<file path="src/pkg/pmon_cfg.svh">
// Constants of the power monitor: link register indices, reset values, timing.
// Assumes a single 100 MHz clock shared by both ends of the link.
`ifndef PMON_CFG_SVH
`define PMON_CFG_SVH
`define CLK_PERIOD_NS 10
`define US_NS 1000
// Conversion times in microseconds, selected by a 3-bit code.
`define CT_US_0 50
`define CT_US_1 84
`define CT_US_2 150
`define CT_US_3 280
`define CT_US_4 540
`define CT_US_5 1052
`define CT_US_6 2074
`define CT_US_7 4120
// Device register indices on the link.
`define IDX_CONFIG 4'h0
`define IDX_ADC_CFG 4'h1
`define IDX_SHUNT_CAL 4'h2
`define IDX_SHUNT_LIM 4'h3
`define IDX_BUS_LIM 4'h4
`define IDX_PWR_LIM 4'h5
`define IDX_ALERT_CFG 4'h6
`define IDX_VSHUNT 4'h8
`define IDX_CURRENT 4'h9
`define IDX_VBUS 4'hA
`define IDX_TEMP 4'hB
`define IDX_POWER 4'hC
`define IDX_DIAG 4'hD
`define NUM_CFG_REGS 7
// Field positions.
`define CFG_RANGE_BIT 0
`define ADC_AVG_LSB 0
`define ADC_BUS_CT_LSB 3
`define ADC_SHUNT_CT_LSB 6
`define ADC_MODE_LSB 12
`define ALERT_CONV_BIT 0
`define ALERT_AVG_BIT 1
// Reset values.
`define RST_CONFIG 16'h0000
`define RST_ADC_CFG 16'h7168
`define RST_SHUNT_CAL 16'h0000
`define RST_SHUNT_LIM 16'h7FFF
`define RST_BUS_LIM 16'h7FFF
`define RST_PWR_LIM 16'hFFFF
`define RST_ALERT_CFG 16'h0000
// Controller APB map.
`define A_CTRL 8'h00
`define A_WDATA 8'h04
`define A_RDATA 8'h08
`define A_STATUS 8'h0C
`define A_INT_STAT 8'h10
`define A_INT_MASK 8'h14
`define CTRL_WRITE_BIT 8
`define CTRL_GO_BIT 16
`define CTRL_REPLAY_BIT 17
`endif

</file>
<file path="src/pkg/pmon_pkg.sv">
// Types shared by the power monitor ends.
// Assumes the constants header is compiled alongside.
package pmon_pkg;
  typedef enum logic [2:0] {
    PH_SHUNT = 3'b001,
    PH_BUS = 3'b010,
    PH_TEMP = 3'b100
  } conv_phase_t;
  typedef enum logic [1:0] {
    ST_IDLE = 2'b01,
    ST_XFER = 2'b10
  } xfer_state_t;
endpackage

</file>
<file path="src/pkg/pmon_link.sv">
// Register link between the controller and the monitor.
// Assumes both ends run on the same clock; no synchronisers are needed.
`timescale 1ns/1ns
interface pmon_link;
  logic req;
  logic we;
  logic [3:0] idx;
  logic [15:0] wdata;
  logic [23:0] rdata;
  logic ack;
  logic alert;
  modport dev (input req, we, idx, wdata, output rdata, ack, alert);
  modport host (output req, we, idx, wdata, input rdata, ack, alert);
endinterface

</file>
<file path="src/hw/pmon_device.sv">
// Monitor end: converter sequencing, averaging, scaled results, limits, alert.
// Assumes raw samples arrive asynchronously on pins and the link is on pclk.
//
// Overview of operation
// Separate shunt/bus conversion times, independent averaging; the code uses one averaging count for both shunt and bus.
// Reset: wide range, continuous all-channel conversion.
// Configuration registers return to reset each power-up.
// Zero calibration forces current and power zero.
// Host writes calibration after every power-up.
// Shunt result compared with shunt high limit.
// Bus result compared with bus high limit.
// Power limit compares upper 16 of 24 bits.
// Limits return to defaults each power-up.
// Results use fixed per-count weights.
// Power count is current weight times 0.2.
// Results two's complement; bus never negative.
// Alert selects limit event or conversion ready.
// Marginal fault alerts within 0.5-1.5 conversions.
// Large faults may alert after quarter conversion.
// Host budgets 1.5 conversion times for alerts.
// Limits and alert update when result produced.
//
// Our own choices: the register addresses and the APB interface to the registers.
`timescale 1ns/1ns
`include "pmon_cfg.svh"
module pmon_device import pmon_pkg::*; #(
  parameter int CYC_PER_US = `US_NS / `CLK_PERIOD_NS
) (
  input wire logic pclk,
  input wire logic presetn,
  pmon_link.dev link,
  input wire logic [15:0] shunt_sample,
  input wire logic [15:0] bus_sample,
  input wire logic [15:0] temp_sample
);

  // ***************************************************************
  // Functions
  // ***************************************************************
  function automatic logic [19:0] ct_cycles(input logic [2:0] code);
    int us;
    case (code)
      3'h0: us = `CT_US_0;
      3'h1: us = `CT_US_1;
      3'h2: us = `CT_US_2;
      3'h3: us = `CT_US_3;
      3'h4: us = `CT_US_4;
      3'h5: us = `CT_US_5;
      3'h6: us = `CT_US_6;
      default: us = `CT_US_7;
    endcase
    return 20'(us * CYC_PER_US);
  endfunction

  function automatic logic [3:0] avg_shift(input logic [2:0] code);
    case (code)
      3'h0: return 4'h0;
      3'h1: return 4'h2;
      3'h2: return 4'h4;
      3'h3: return 4'h6;
      3'h4: return 4'h7;
      3'h5: return 4'h8;
      3'h6: return 4'h9;
      default: return 4'hA;
    endcase
  endfunction

  // ***************************************************************
  // Sample synchronisers
  // ***************************************************************
  logic [2:0][15:0] samp_meta_reg;
  logic [2:0][15:0] samp_sync_reg;

  always_ff @(posedge pclk or negedge presetn) begin
    if (!presetn) begin
      samp_meta_reg <= '0;
      samp_sync_reg <= '0;
    end else begin
      samp_meta_reg <= {temp_sample, bus_sample, shunt_sample};
      samp_sync_reg <= samp_meta_reg;
    end
  end

  // ***************************************************************
  // Configuration registers and link
  // ***************************************************************
  logic [15:0] config_reg, config_next;
  logic [15:0] adc_cfg_reg, adc_cfg_next;
  logic [15:0] shunt_cal_reg, shunt_cal_next;
  logic [15:0] shunt_high_limit_reg, shunt_high_limit_next;
  logic [15:0] bus_high_limit_reg, bus_high_limit_next;
  logic [15:0] power_limit_reg, power_limit_next;
  logic [15:0] alert_cfg_reg, alert_cfg_next;
  logic [23:0] rdata_reg, rdata_next;
  logic ack_reg, ack_next;
  logic diag_read;
  logic take;
  logic [15:0] vshunt_reg, current_reg, vbus_reg, temp_reg;
  logic [23:0] power_reg;
  logic [3:0] flags_reg;

  always_comb begin
    config_next = config_reg;
    adc_cfg_next = adc_cfg_reg;
    shunt_cal_next = shunt_cal_reg;
    shunt_high_limit_next = shunt_high_limit_reg;
    bus_high_limit_next = bus_high_limit_reg;
    power_limit_next = power_limit_reg;
    alert_cfg_next = alert_cfg_reg;
    rdata_next = rdata_reg;
    take = link.req && !ack_reg;
    ack_next = take;
    diag_read = take && !link.we && (link.idx == `IDX_DIAG);
    if (take && link.we) begin
      if (link.idx == `IDX_CONFIG) begin
        config_next = link.wdata;
      end else if (link.idx == `IDX_ADC_CFG) begin
        adc_cfg_next = link.wdata;
      end else if (link.idx == `IDX_SHUNT_CAL) begin
        shunt_cal_next = link.wdata;
      end else if (link.idx == `IDX_SHUNT_LIM) begin
        shunt_high_limit_next = link.wdata;
      end else if (link.idx == `IDX_BUS_LIM) begin
        bus_high_limit_next = link.wdata;
      end else if (link.idx == `IDX_PWR_LIM) begin
        power_limit_next = link.wdata;
      end else if (link.idx == `IDX_ALERT_CFG) begin
        alert_cfg_next = link.wdata;
      end
    end
    if (take && !link.we) begin
      if (link.idx == `IDX_CONFIG) rdata_next = {8'h00, config_reg};
      else if (link.idx == `IDX_ADC_CFG) rdata_next = {8'h00, adc_cfg_reg};
      else if (link.idx == `IDX_SHUNT_CAL) rdata_next = {8'h00, shunt_cal_reg};
      else if (link.idx == `IDX_SHUNT_LIM) rdata_next = {8'h00, shunt_high_limit_reg};
      else if (link.idx == `IDX_BUS_LIM) rdata_next = {8'h00, bus_high_limit_reg};
      else if (link.idx == `IDX_PWR_LIM) rdata_next = {8'h00, power_limit_reg};
      else if (link.idx == `IDX_ALERT_CFG) rdata_next = {8'h00, alert_cfg_reg};
      else if (link.idx == `IDX_VSHUNT) rdata_next = {8'h00, vshunt_reg};
      else if (link.idx == `IDX_CURRENT) rdata_next = {8'h00, current_reg};
      else if (link.idx == `IDX_VBUS) rdata_next = {8'h00, vbus_reg};
      else if (link.idx == `IDX_TEMP) rdata_next = {8'h00, temp_reg};
      else if (link.idx == `IDX_POWER) rdata_next = power_reg;
      else if (link.idx == `IDX_DIAG) rdata_next = {20'h00000, flags_reg};
      else rdata_next = 24'h000000;
    end
  end

  always_ff @(posedge pclk or negedge presetn) begin
    if (!presetn) begin
      config_reg <= `RST_CONFIG;
      adc_cfg_reg <= `RST_ADC_CFG;
      shunt_cal_reg <= `RST_SHUNT_CAL;
      shunt_high_limit_reg <= `RST_SHUNT_LIM;
      bus_high_limit_reg <= `RST_BUS_LIM;
      power_limit_reg <= `RST_PWR_LIM;
      alert_cfg_reg <= `RST_ALERT_CFG;
      rdata_reg <= 24'h000000;
      ack_reg <= 1'b0;
    end else begin
      config_reg <= config_next;
      adc_cfg_reg <= adc_cfg_next;
      shunt_cal_reg <= shunt_cal_next;
      shunt_high_limit_reg <= shunt_high_limit_next;
      bus_high_limit_reg <= bus_high_limit_next;
      power_limit_reg <= power_limit_next;
      alert_cfg_reg <= alert_cfg_next;
      rdata_reg <= rdata_next;
      ack_reg <= ack_next;
    end
  end

  // ***************************************************************
  // Conversion sequencing, results and limits
  // ***************************************************************
  conv_phase_t phase_reg, phase_next;
  logic [19:0] tmr_reg, tmr_next;
  logic [10:0] rounds_reg, rounds_next;
  logic signed [26:0] acc_shunt_reg, acc_shunt_next;
  logic [26:0] acc_bus_reg, acc_bus_next;
  logic [15:0] vshunt_next, current_next, vbus_next, temp_next;
  logic [23:0] power_next;
  logic [3:0] flags_next;
  logic alert_reg, alert_next;
  logic [2:0] mode;
  logic [3:0] sh;
  logic [19:0] phase_len;
  logic [15:0] bus_pos, avg_shunt, avg_bus, cur_abs;
  logic signed [31:0] cur_prod;
  logic [31:0] pwr_prod;
  logic signed [15:0] cur_val;

  always_comb begin
    mode = adc_cfg_reg[`ADC_MODE_LSB +: 3];
    sh = avg_shift(adc_cfg_reg[`ADC_AVG_LSB +: 3]);
    if (phase_reg == PH_SHUNT) phase_len = ct_cycles(adc_cfg_reg[`ADC_SHUNT_CT_LSB +: 3]);
    else phase_len = ct_cycles(adc_cfg_reg[`ADC_BUS_CT_LSB +: 3]);
    bus_pos = samp_sync_reg[1][15] ? 16'h0000 : samp_sync_reg[1];
    avg_shunt = 16'(acc_shunt_reg >>> sh);
    avg_bus = 16'(acc_bus_reg >> sh);
    cur_prod = $signed(avg_shunt) * $signed({1'b0, shunt_cal_reg[14:0]});
    cur_val = config_reg[`CFG_RANGE_BIT] ? 16'(cur_prod >>> 13) : 16'(cur_prod >>> 11);
    cur_abs = cur_val[15] ? 16'(-cur_val) : cur_val;
    pwr_prod = 32'(cur_abs) * 32'(avg_bus);
    phase_next = phase_reg;
    tmr_next = tmr_reg + 20'h1;
    rounds_next = rounds_reg;
    acc_shunt_next = acc_shunt_reg;
    acc_bus_next = acc_bus_reg;
    vshunt_next = vshunt_reg;
    current_next = current_reg;
    vbus_next = vbus_reg;
    temp_next = temp_reg;
    power_next = power_reg;
    flags_next = flags_reg;
    if (diag_read) flags_next[3] = 1'b0;
    if (tmr_reg >= phase_len - 20'h1) begin
      tmr_next = 20'h0;
      case (phase_reg)
        PH_SHUNT: begin
          phase_next = PH_BUS;
          if (mode[0]) begin
            acc_shunt_next = acc_shunt_reg + 27'(signed'(samp_sync_reg[0]));
            if (!alert_cfg_reg[`ALERT_AVG_BIT]) begin
              flags_next[0] = $signed(samp_sync_reg[0]) > $signed(shunt_high_limit_reg);
            end
          end
        end
        PH_BUS: begin
          phase_next = PH_TEMP;
          if (mode[1]) begin
            acc_bus_next = acc_bus_reg + 27'(bus_pos);
            if (!alert_cfg_reg[`ALERT_AVG_BIT]) begin
              flags_next[1] = bus_pos > bus_high_limit_reg;
            end
          end
        end
        default: begin
          phase_next = PH_SHUNT;
          if (mode[2]) temp_next = samp_sync_reg[2];
          if (mode != 3'b000) begin
            rounds_next = rounds_reg + 11'h1;
            if (rounds_reg >= (11'h1 << sh) - 11'h1) begin
              rounds_next = 11'h0;
              acc_shunt_next = '0;
              acc_bus_next = '0;
              vshunt_next = avg_shunt;
              vbus_next = avg_bus;
              current_next = cur_val;
              power_next = pwr_prod[29:6];
              flags_next[2] = pwr_prod[29:14] > power_limit_reg;
              if (alert_cfg_reg[`ALERT_AVG_BIT]) begin
                flags_next[0] = $signed(avg_shunt) > $signed(shunt_high_limit_reg);
                flags_next[1] = avg_bus > bus_high_limit_reg;
              end
              flags_next[3] = 1'b1;
            end
          end
        end
      endcase
    end
    if (alert_cfg_reg[`ALERT_CONV_BIT]) alert_next = flags_next[3];
    else alert_next = |flags_next[2:0];
  end

  always_ff @(posedge pclk or negedge presetn) begin
    if (!presetn) begin
      phase_reg <= PH_SHUNT;
      tmr_reg <= 20'h0;
      rounds_reg <= 11'h0;
      acc_shunt_reg <= '0;
      acc_bus_reg <= '0;
      vshunt_reg <= 16'h0000;
      current_reg <= 16'h0000;
      vbus_reg <= 16'h0000;
      temp_reg <= 16'h0000;
      power_reg <= 24'h000000;
      flags_reg <= 4'h0;
      alert_reg <= 1'b0;
    end else begin
      phase_reg <= phase_next;
      tmr_reg <= tmr_next;
      rounds_reg <= rounds_next;
      acc_shunt_reg <= acc_shunt_next;
      acc_bus_reg <= acc_bus_next;
      vshunt_reg <= vshunt_next;
      current_reg <= current_next;
      vbus_reg <= vbus_next;
      temp_reg <= temp_next;
      power_reg <= power_next;
      flags_reg <= flags_next;
      alert_reg <= alert_next;
    end
  end

  assign link.rdata = rdata_reg;
  assign link.ack = ack_reg;
  assign link.alert = alert_reg;

endmodule // pmon_device

</file>
<file path="src/flat_wrapper.sv">
// flat-port wrapper written by rule: the top's interface ports become plain ports
module pmon_device_flat import pmon_pkg::*;
#(
  parameter int CYC_PER_US = `US_NS / `CLK_PERIOD_NS
)
  (pclk, presetn, shunt_sample, bus_sample, temp_sample, link_req, link_we, link_idx, link_wdata, link_rdata, link_ack, link_alert);
  pmon_link link_i ();
  input wire logic pclk;
  input wire logic presetn;
  input wire logic [15:0] shunt_sample;
  input wire logic [15:0] bus_sample;
  input wire logic [15:0] temp_sample;
  input wire logic [$bits(link_i.req)-1:0] link_req;
  input wire logic [$bits(link_i.we)-1:0] link_we;
  input wire logic [$bits(link_i.idx)-1:0] link_idx;
  input wire logic [$bits(link_i.wdata)-1:0] link_wdata;
  output wire logic [$bits(link_i.rdata)-1:0] link_rdata;
  output wire logic [$bits(link_i.ack)-1:0] link_ack;
  output wire logic [$bits(link_i.alert)-1:0] link_alert;
  assign link_i.req = link_req;
  assign link_i.we = link_we;
  assign link_i.idx = link_idx;
  assign link_i.wdata = link_wdata;
  assign link_rdata = link_i.rdata;
  assign link_ack = link_i.ack;
  assign link_alert = link_i.alert;
  pmon_device #(.CYC_PER_US(CYC_PER_US)) u_core (.pclk(pclk), .presetn(presetn), .link(link_i), .shunt_sample(shunt_sample), .bus_sample(bus_sample), .temp_sample(temp_sample));
endmodule
</file>
<file path="config.mk">
export PLATFORM = sky130hd
export DESIGN_NAME = pmon_device_flat
export DESIGN_NICKNAME = d
export VERILOG_FILES = /design/src/pkg/pmon_pkg.sv /design/src/pkg/pmon_link.sv /design/src/hw/pmon_device.sv /design/src/flat_wrapper.sv
export VERILOG_INCLUDE_DIRS = /design/src /design/src/pkg
export SDC_FILE = /design/constraint.sdc
export NUM_CORES = 2
export LEC_CHECK = 0
export ABC_AREA = 0
export BUFFER_PORTS_ARGS = -buffer_cell sky130_fd_sc_hd__buf_2
export CORE_UTILIZATION = 60
export CTS_CLUSTER_SIZE = 28
export DETAILED_ROUTE_END_ITERATION = 10
export PLACE_DENSITY = 0.77
export SYNTH_ARGS = -nofsm -noshare
export SYNTH_HDL_FRONTEND = slang
export SYNTH_SLANG_ARGS = --single-unit
</file>
<file path="constraint.sdc">
create_clock -name pclk -period 25.6 [get_ports pclk]
set_input_delay 3.84 -clock pclk [delete_from_list [all_inputs] [get_ports pclk]]
set_output_delay 3.84 -clock pclk [all_outputs]
set_load 0.01 [all_outputs]
</file>
**After elaboration in Yosys (flattened, before gate mapping)**

Index checks and enable logic that the tools add are counted.
Widths: inputs -> output; s select.

- Output and inout bits: 26
- Bits of input ports: 72
- Register bits after elaboration: 414

- Bitwise logic cells: 9
- Shift-type cells: 3
- Reduce and logical (&&, ||, !) cells: 29
- Order comparisons: 7
- Multiplexer cells: 44
- $add $sub $neg: 7
- Equality and inequality tests: 34
- $mul: 4

Operators by type and width:

| operator | count |
|---|---|
| $mux 24 | 12 |
| $pmux 13 s7 | 2 |
| $mux 27 | 4 |
| $pmux 27 s2 | 2 |
| $gt 16x16->1 | 5 |
| $mul 32x6->18 const B | 2 |
| $mux 32 | 2 |
| $add 27x16->27 | 2 |
| $mux 20 | 2 |
| $mux 16 | 2 |
| $mul 16x16->30 | 1 |
| $mul 16x16->29 | 1 |
| $pmux 4 s7 | 1 |
| $eq 3x3->1 const B | 9 |
| $shr 27x4->16 | 1 |
| $sshr 27x4->16 | 1 |
| $eq 4x4->1 const B | 6 |
| $eq 3x2->1 const B | 7 |
| $add 20x1->20 const B | 1 |
| $ge 20x20->1 | 1 |
| $sub 20x1->20 const B | 1 |
| $mux 4 | 4 |
| $neg 16->16 | 1 |
| $mux 15 | 1 |
| 30 further kinds | 66 |

**Longest topological paths before layout**

- Word-level depth: 15
- Mapped depth: 74
- Gate-level depth less buffers: 68

**Worst setup path before layout**

No wires, ideal clock.

- Path type: register -> register
- Start point: reg u_core.adc_cfg_reg[2]
- End point: reg u_core.alert_reg, in the netlist u_core.link.alert
- Clock period less this slack: 16.705 ns
- Stages on the path, launching flop included: 64
- Required time: 25.471 ns
- Slack: 8.895 ns
- Arrival: 16.576 ns
- Setup time: 0.129 ns
- Path through: dfrtp_1 > buf_4 > buf_2 > nor2b_1 > xnor2_1 > clkbuf_1 > clkbuf_1 > buf_1 > mux2i_1 > o22ai_1 > nor2_1 > clkbuf_1 > nand2_1 > fa_1 > fa_1 > fa_1 > inv_1 > fa_1 > [28 not listed] > inv_1 > ha_1 > a21o_1 > a21o_1 > a221oi_2 > o21bai_1 > o31ai_1 > xnor2_1 > ha_1 > a21o_1 > a21o_1 > a21oi_1 > nor2_1 > a211oi_1 > o31ai_1 > o41ai_1 > o21ai_0 > o41a_1

- Cells in the longest elaborated chain, start to end: 15
- Elaborated cells between the ends (all ways): 30

Ends and longest elaborated chain:

| element | RTL line | source |
|---|---|---|
| from (decl) | pmon_device.sv:88 | `logic [15:0] adc_cfg_reg, adc_cfg_next;` |
| from (signal assigned) | pmon_device.sv:152 | `` adc_cfg_reg <= `RST_ADC_CFG; `` |
| from (signal assigned) | pmon_device.sv:162 | `adc_cfg_reg <= adc_cfg_next;` |
| $eq 3x3->1 (tied with other cells) | pmon_device.sv:56 | `case (code)` |
| $pmux 4 s7 * | pmon_device.sv:56 |  |
| $sshr 27x4->16 * | pmon_device.sv:199 | `avg_shunt = 16'(acc_shunt_reg >>> sh);` |
| net u_core.avg_shunt[10] | pmon_device.sv:188 | `logic [15:0] bus_pos, avg_shunt, avg_bus, cur_abs;` |
| $mul 16x16->29 * | pmon_device.sv:201 | `cur_prod = $signed(avg_shunt) * $signed({1'b0, shunt_cal_reg[14:0]});` |
| $mux 16 * | pmon_device.sv:202 | `` cur_val = config_reg[`CFG_RANGE_BIT] ? 16'(cur_prod >>> 13) : 16'(cur_prod >>> 11); `` |
| $neg 16->16 | pmon_device.sv:203 | `cur_abs = cur_val[15] ? 16'(-cur_val) : cur_val;` |
| $mux 16 * | pmon_device.sv:203 |  |
| [1 not listed] | n/a |  |
| net u_core.pwr_prod[23] | pmon_device.sv:190 | `logic [31:0] pwr_prod;` |
| [1 not listed] | n/a |  |
| $mux 4 * | pmon_device.sv:243 | `if (rounds_reg >= (11'h1 << sh) - 11'h1) begin` |
| $mux 4 * | pmon_device.sv:241 | `if (mode != 3'b000) begin` |
| $mux 2 * | pmon_device.sv:219 | `case (phase_reg)` |
| $mux 4 * | pmon_device.sv:217 | `if (tmr_reg >= phase_len - 20'h1) begin` |
| net u_core.flags_next[2] | pmon_device.sv:183 | `logic [3:0] flags_next;` |
| $reduce_or 3->1 * | pmon_device.sv:263 | `else alert_next = \|flags_next[2:0];` |
| $mux 1 * | pmon_device.sv:262 | `` if (alert_cfg_reg[`ALERT_CONV_BIT]) alert_next = flags_next[3]; `` |
| net u_core.alert_next | pmon_device.sv:184 | `logic alert_reg, alert_next;` |
| to (signal assigned) | pmon_device.sv:292 | `alert_reg <= alert_next;` |
| to (decl) | pmon_device.sv:184 |  |

The timed path passes the listed nets; every way through them passes the cells marked *.
A chain may end at the register's enable or synchronous reset.

**Worst setup path after layout**

- Start point: reg u_core.adc_cfg_reg[0]
- End point: reg u_core.alert_reg, in the netlist u_core.link.alert

- Cells in the longest elaborated chain, start to end: 15
- Elaborated cells between the ends (all ways): 30

Ends and longest elaborated chain:

| element | RTL line | source |
|---|---|---|
| $eq 3x3->1 (tied with other cells) | pmon_device.sv:56 |  |
| $pmux 4 s7 * | pmon_device.sv:56 |  |
| $sshr 27x4->16 | pmon_device.sv:199 |  |
| $mul 16x16->29 | pmon_device.sv:201 |  |
| $mux 16 | pmon_device.sv:202 |  |
| $neg 16->16 | pmon_device.sv:203 |  |
| $mux 16 | pmon_device.sv:203 |  |
| $mul 16x16->30 * | pmon_device.sv:204 | `pwr_prod = 32'(cur_abs) * 32'(avg_bus);` |
| net u_core.pwr_prod[23] | pmon_device.sv:190 |  |
| [1 not listed] | n/a |  |
| $mux 4 * | pmon_device.sv:243 |  |
| $mux 4 * | pmon_device.sv:241 |  |
| $mux 2 * | pmon_device.sv:219 |  |
| $mux 4 * | pmon_device.sv:217 |  |
| net u_core.flags_next[2] | pmon_device.sv:183 |  |
| $reduce_or 3->1 * | pmon_device.sv:263 |  |
| $mux 1 * | pmon_device.sv:262 |  |
| net u_core.alert_next | pmon_device.sv:184 |  |

Marks and branches as above.

==> run summary <==
CLOCK NETWORK
---------------------------------------------------------------------------------
PostCTS Resize Cnt                                                              0
Number of buffers on the longest clock path                                     3
CTS clk-pin slew, worst paths                                             0.07 ns
Clock latency of the later-clocked register in the worst-skew pair        0.62 ns
Hold-fix buffers at CTS                                                         0
Total setup buffers inserted after CTS                                          0
Sinks on Clock Net                                                            413
CTS root buffer                                                      sky130_fd_sc_hd__clkbuf_16
TritonCTS buffer count                                                         45
CTS tree                                                                     done
Number of levels in the clock H-tree                                            2

CELLS AND AREA
---------------------------------------------------------------------------------
Layout-stage area growth over the synthesis result                         7.064%
Register cell area after layout                                       0.01040 mm²
Non-filler instance count after layout                                       5409
Filler cell count                                                            5452
Final layout net count                                                       5365
Share of post-route cells with drive strength above 1                      10.53%
Multi-input logic area                                                0.02801 mm²

PLACE
---------------------------------------------------------------------------------
Final estimated routing congestion in global placement                     0.9815
DP Wirelength                                                            91970 µm
Cells after DPL                                                              5323
Count of buffers inserted at the top-level ports                               97

DRT
---------------------------------------------------------------------------------
Post-route antenna net violation count                                          0
Number of remaining DRC errors                                                  0
Drt total wl                                                            121800 µm
Detailed-router iteration count before antenna repair                           6
Iter 0 DRT Violations                                                        3330
DR vias/cell                                                                6.171
Total via count after detailed routing                                      33380
Wire per inst                                                            22.52 µm

GLOBAL ROUTE
---------------------------------------------------------------------------------
First-pass GRT wire length                                              191700 µm
Vias in the first global route                                              33800
Antenna violations before repair                                                6
Maximum number of pins on one net before global-route repair                  115
Congestion Overflow GR                                                          0
All-Layer GR Usage                                                         35.56%

SETUP PATH
---------------------------------------------------------------------------------
Critical path class                                                  flop to flop
Critical path required time                                              26.08 ns
Data arrival time of the critical path                                   19.41 ns
Longest individual stage delay on the worst path                          0.93 ns
Worst-path fanout max                                                          26
Category of the worst setup path launch point                                flop
Element type at the critical path end                                        flop
Worst path slowest cell                                              sky130_fd_sc_hd__xor2_1
Cell repeated most along the worst path                              sky130_fd_sc_hd__fa_1

STA
---------------------------------------------------------------------------------
Final setup violating endpoints                                                 0
Aggregate negative setup slack                                               0 ns
Number of slew-limit violations in the final report                             0
RSZ-0062 raised after global routing                                        false
Period utilization                                                         73.94%
Number of hold violations in the final report                                   0
Normalized max-slew margin                                                 11.24%
Slew of the pin with the lowest slew margin                              1.324 ns
Maximum frequency from static timing analysis                           52.83 MHz
Post-route clock skew                                                  0.02895 ns
Post-route minimum period                                                18.93 ns

DIE
---------------------------------------------------------------------------------
Std-Cell Rows                                                                  95
DIE WIDTH                                                                264.8 µm
Floorplan die area                                                    0.07013 mm²
Chip height                                                              264.8 µm
Area of the placeable core                                            0.06775 mm²
Initial core utilization                                                   61.17%
Top Ports                                                                      98

SYNTHESIS
---------------------------------------------------------------------------------
Syn Inst Count                                                               4476
Number of enable flip-flop cells after synthesis                                0
Average instance area after synthesis                                   9.260 µm²
Total number of yosys warnings                                                  0
Sequential element share of the synthesized area                           25.10%
Count of unique library cells instantiated by Yosys                            87
Async SR Flop Fraction                                                     100.0%
Synthesis-stage register bit count                                            413
Total standard cell area after synthesis                              0.04145 mm²
Most frequently used flop master after synthesis                     sky130_fd_sc_hd__dfrtp_1

RUN STATUS
---------------------------------------------------------------------------------
Status                                                               finished, final reports clean

MIN PATH
---------------------------------------------------------------------------------
Worst hold path type                                                 flop to flop

JOB
---------------------------------------------------------------------------------
Max cap viols                                                                   0

[final timing paths]
path                       cells after the start               startpoint  slack [ns]                 endpoint
min in group asynchronous                      1                  presetn        3.26       u_core.tmr_reg[16]
min reg2reg                                    0  u_core.samp_meta_reg[9]        0.34  u_core.samp_sync_reg[9]
max                                           60    u_core.adc_cfg_reg[0]        6.67        u_core.link.alert
max in group asynchronous                      3                  presetn       19.87    u_core.current_reg[0]
max reg2reg                                   60    u_core.adc_cfg_reg[0]        6.67        u_core.link.alert
min                                            0  u_core.samp_meta_reg[9]        0.34  u_core.samp_sync_reg[9]
[cells in the mapped netlist, types with 29 or more instances]
master | count | area, µm²
sky130_fd_sc_hd__dfstp_2 | 54 | 1419
sky130_fd_sc_hd__xor2_1 | 64 | 560.5
sky130_fd_sc_hd__clkbuf_1 | 163 | 611.8
sky130_fd_sc_hd__nand2_1 | 545 | 2046
sky130_fd_sc_hd__mux2i_1 | 54 | 540.5
sky130_fd_sc_hd__nand2b_1 | 72 | 450.4
sky130_fd_sc_hd__xnor2_1 | 105 | 919.6
sky130_fd_sc_hd__nor3_1 | 33 | 165.2
sky130_fd_sc_hd__a21o_1 | 61 | 457.9
sky130_fd_sc_hd__and2_1 | 126 | 788.3
sky130_fd_sc_hd__nor2_1 | 308 | 1156
sky130_fd_sc_hd__a21oi_1 | 170 | 850.8
sky130_fd_sc_hd__dfrtp_1 | 359 | 8984
sky130_fd_sc_hd__nand4_1 | 31 | 193.9
sky130_fd_sc_hd__nor2b_1 | 59 | 369.1
sky130_fd_sc_hd__mux2_2 | 118 | 1329
sky130_fd_sc_hd__a22o_1 | 34 | 297.8
sky130_fd_sc_hd__fa_1 | 425 | 8508
sky130_fd_sc_hd__inv_1 | 618 | 2320
sky130_fd_sc_hd__ha_1 | 371 | 4642
sky130_fd_sc_hd__o21bai_1 | 29 | 217.7
sky130_fd_sc_hd__nand3_1 | 74 | 370.4
sky130_fd_sc_hd__o21ai_0 | 210 | 1051
[critical path: cells and delay by family (launching register included)]
kind / cells / cell delay (ns)
compound gates: 21 / 4.83
flops: 1 / 0.85
simple gates: 12 / 2.67
mux: 3 / 0.79
buf+inv: 7 / 1.30
fa+ha+maj: 15 / 7.19
xor+xnor: 2 / 1.13
[cell type report]
| cell class | instances | share of cell area, % |
|---|---|---|
| Clock inverter | 21 | 0.5301 |
| Multi-Input combinational cell | 3248 | 63.12 |
| Inverter | 624 | 5.278 |
| Sequential cell | 413 | 23.44 |
| Tap cell | 873 | 2.462 |
| Timing Repair Buffer | 165 | 2.267 |
| Antenna cell | 4 | 0.02256 |
| Clock buffer | 61 | 2.882 |
[metrics by stage]
stage / utilization [%] / hold slack (ns) / setup WS (ns) / cell area (µm²)
3_5_place_dp: 63.24 / 0.3347 / 7.179 / 42850
6_report: 65.49 / 0.3420 / 6.671 / 44370
2_1_floorplan: - / 0.3312 / 8.895 / 41460
3_3_place_gp: 63.24 / 0.3325 / 7.732 / 42850
5_1_grt: 65.49 / 0.3531 / 5.773 / 44370
4_1_cts: 65.48 / 0.3410 / 7.093 / 44360
[per-layer routing]
layer  share of wire, %  track usage (%)  vias to the layer above
met5             0.0057                0                        -
met4                5.1            16.20                        2
met3                 11            8.017                      394
met2                 45            55.31                     1725
met1                 40            47.58                    16500
li1                   -                -                    14750
[cell families (layout without fill, tap and decap cells)]
group	Yosys count	in the layout	share of synthesized area, %
buffers and inverters	818	871	7.457
other	2	9	0.01812
and+or+nand+nor	1347	1347	15.09
xor gates and xnor gates	169	169	3.571
adders and majority gates	796	796	31.73
muxes	190	190	5.398
AOI/OAI and AO/OA	741	741	11.64
DFF	413	413	25.10
[cell usage in the layout, fill, tap and decap left out, types with 74 or more instances in the layout]
master / instances
sky130_fd_sc_hd__nor2_1: 308
sky130_fd_sc_hd__o21ai_0: 209
sky130_fd_sc_hd__a21oi_1: 170
sky130_fd_sc_hd__dfrtp_1: 359
sky130_fd_sc_hd__ha_1: 371
sky130_fd_sc_hd__inv_1: 618
sky130_fd_sc_hd__and2_1: 126
sky130_fd_sc_hd__nand3_1: 74
sky130_fd_sc_hd__buf_2: 96
sky130_fd_sc_hd__mux2_2: 118
sky130_fd_sc_hd__xnor2_1: 104
sky130_fd_sc_hd__fa_1: 425
sky130_fd_sc_hd__nand2_1: 545
Power is not shown: default switching activity piles up to over one toggle a cycle in this logic, so the estimate is an artifact.
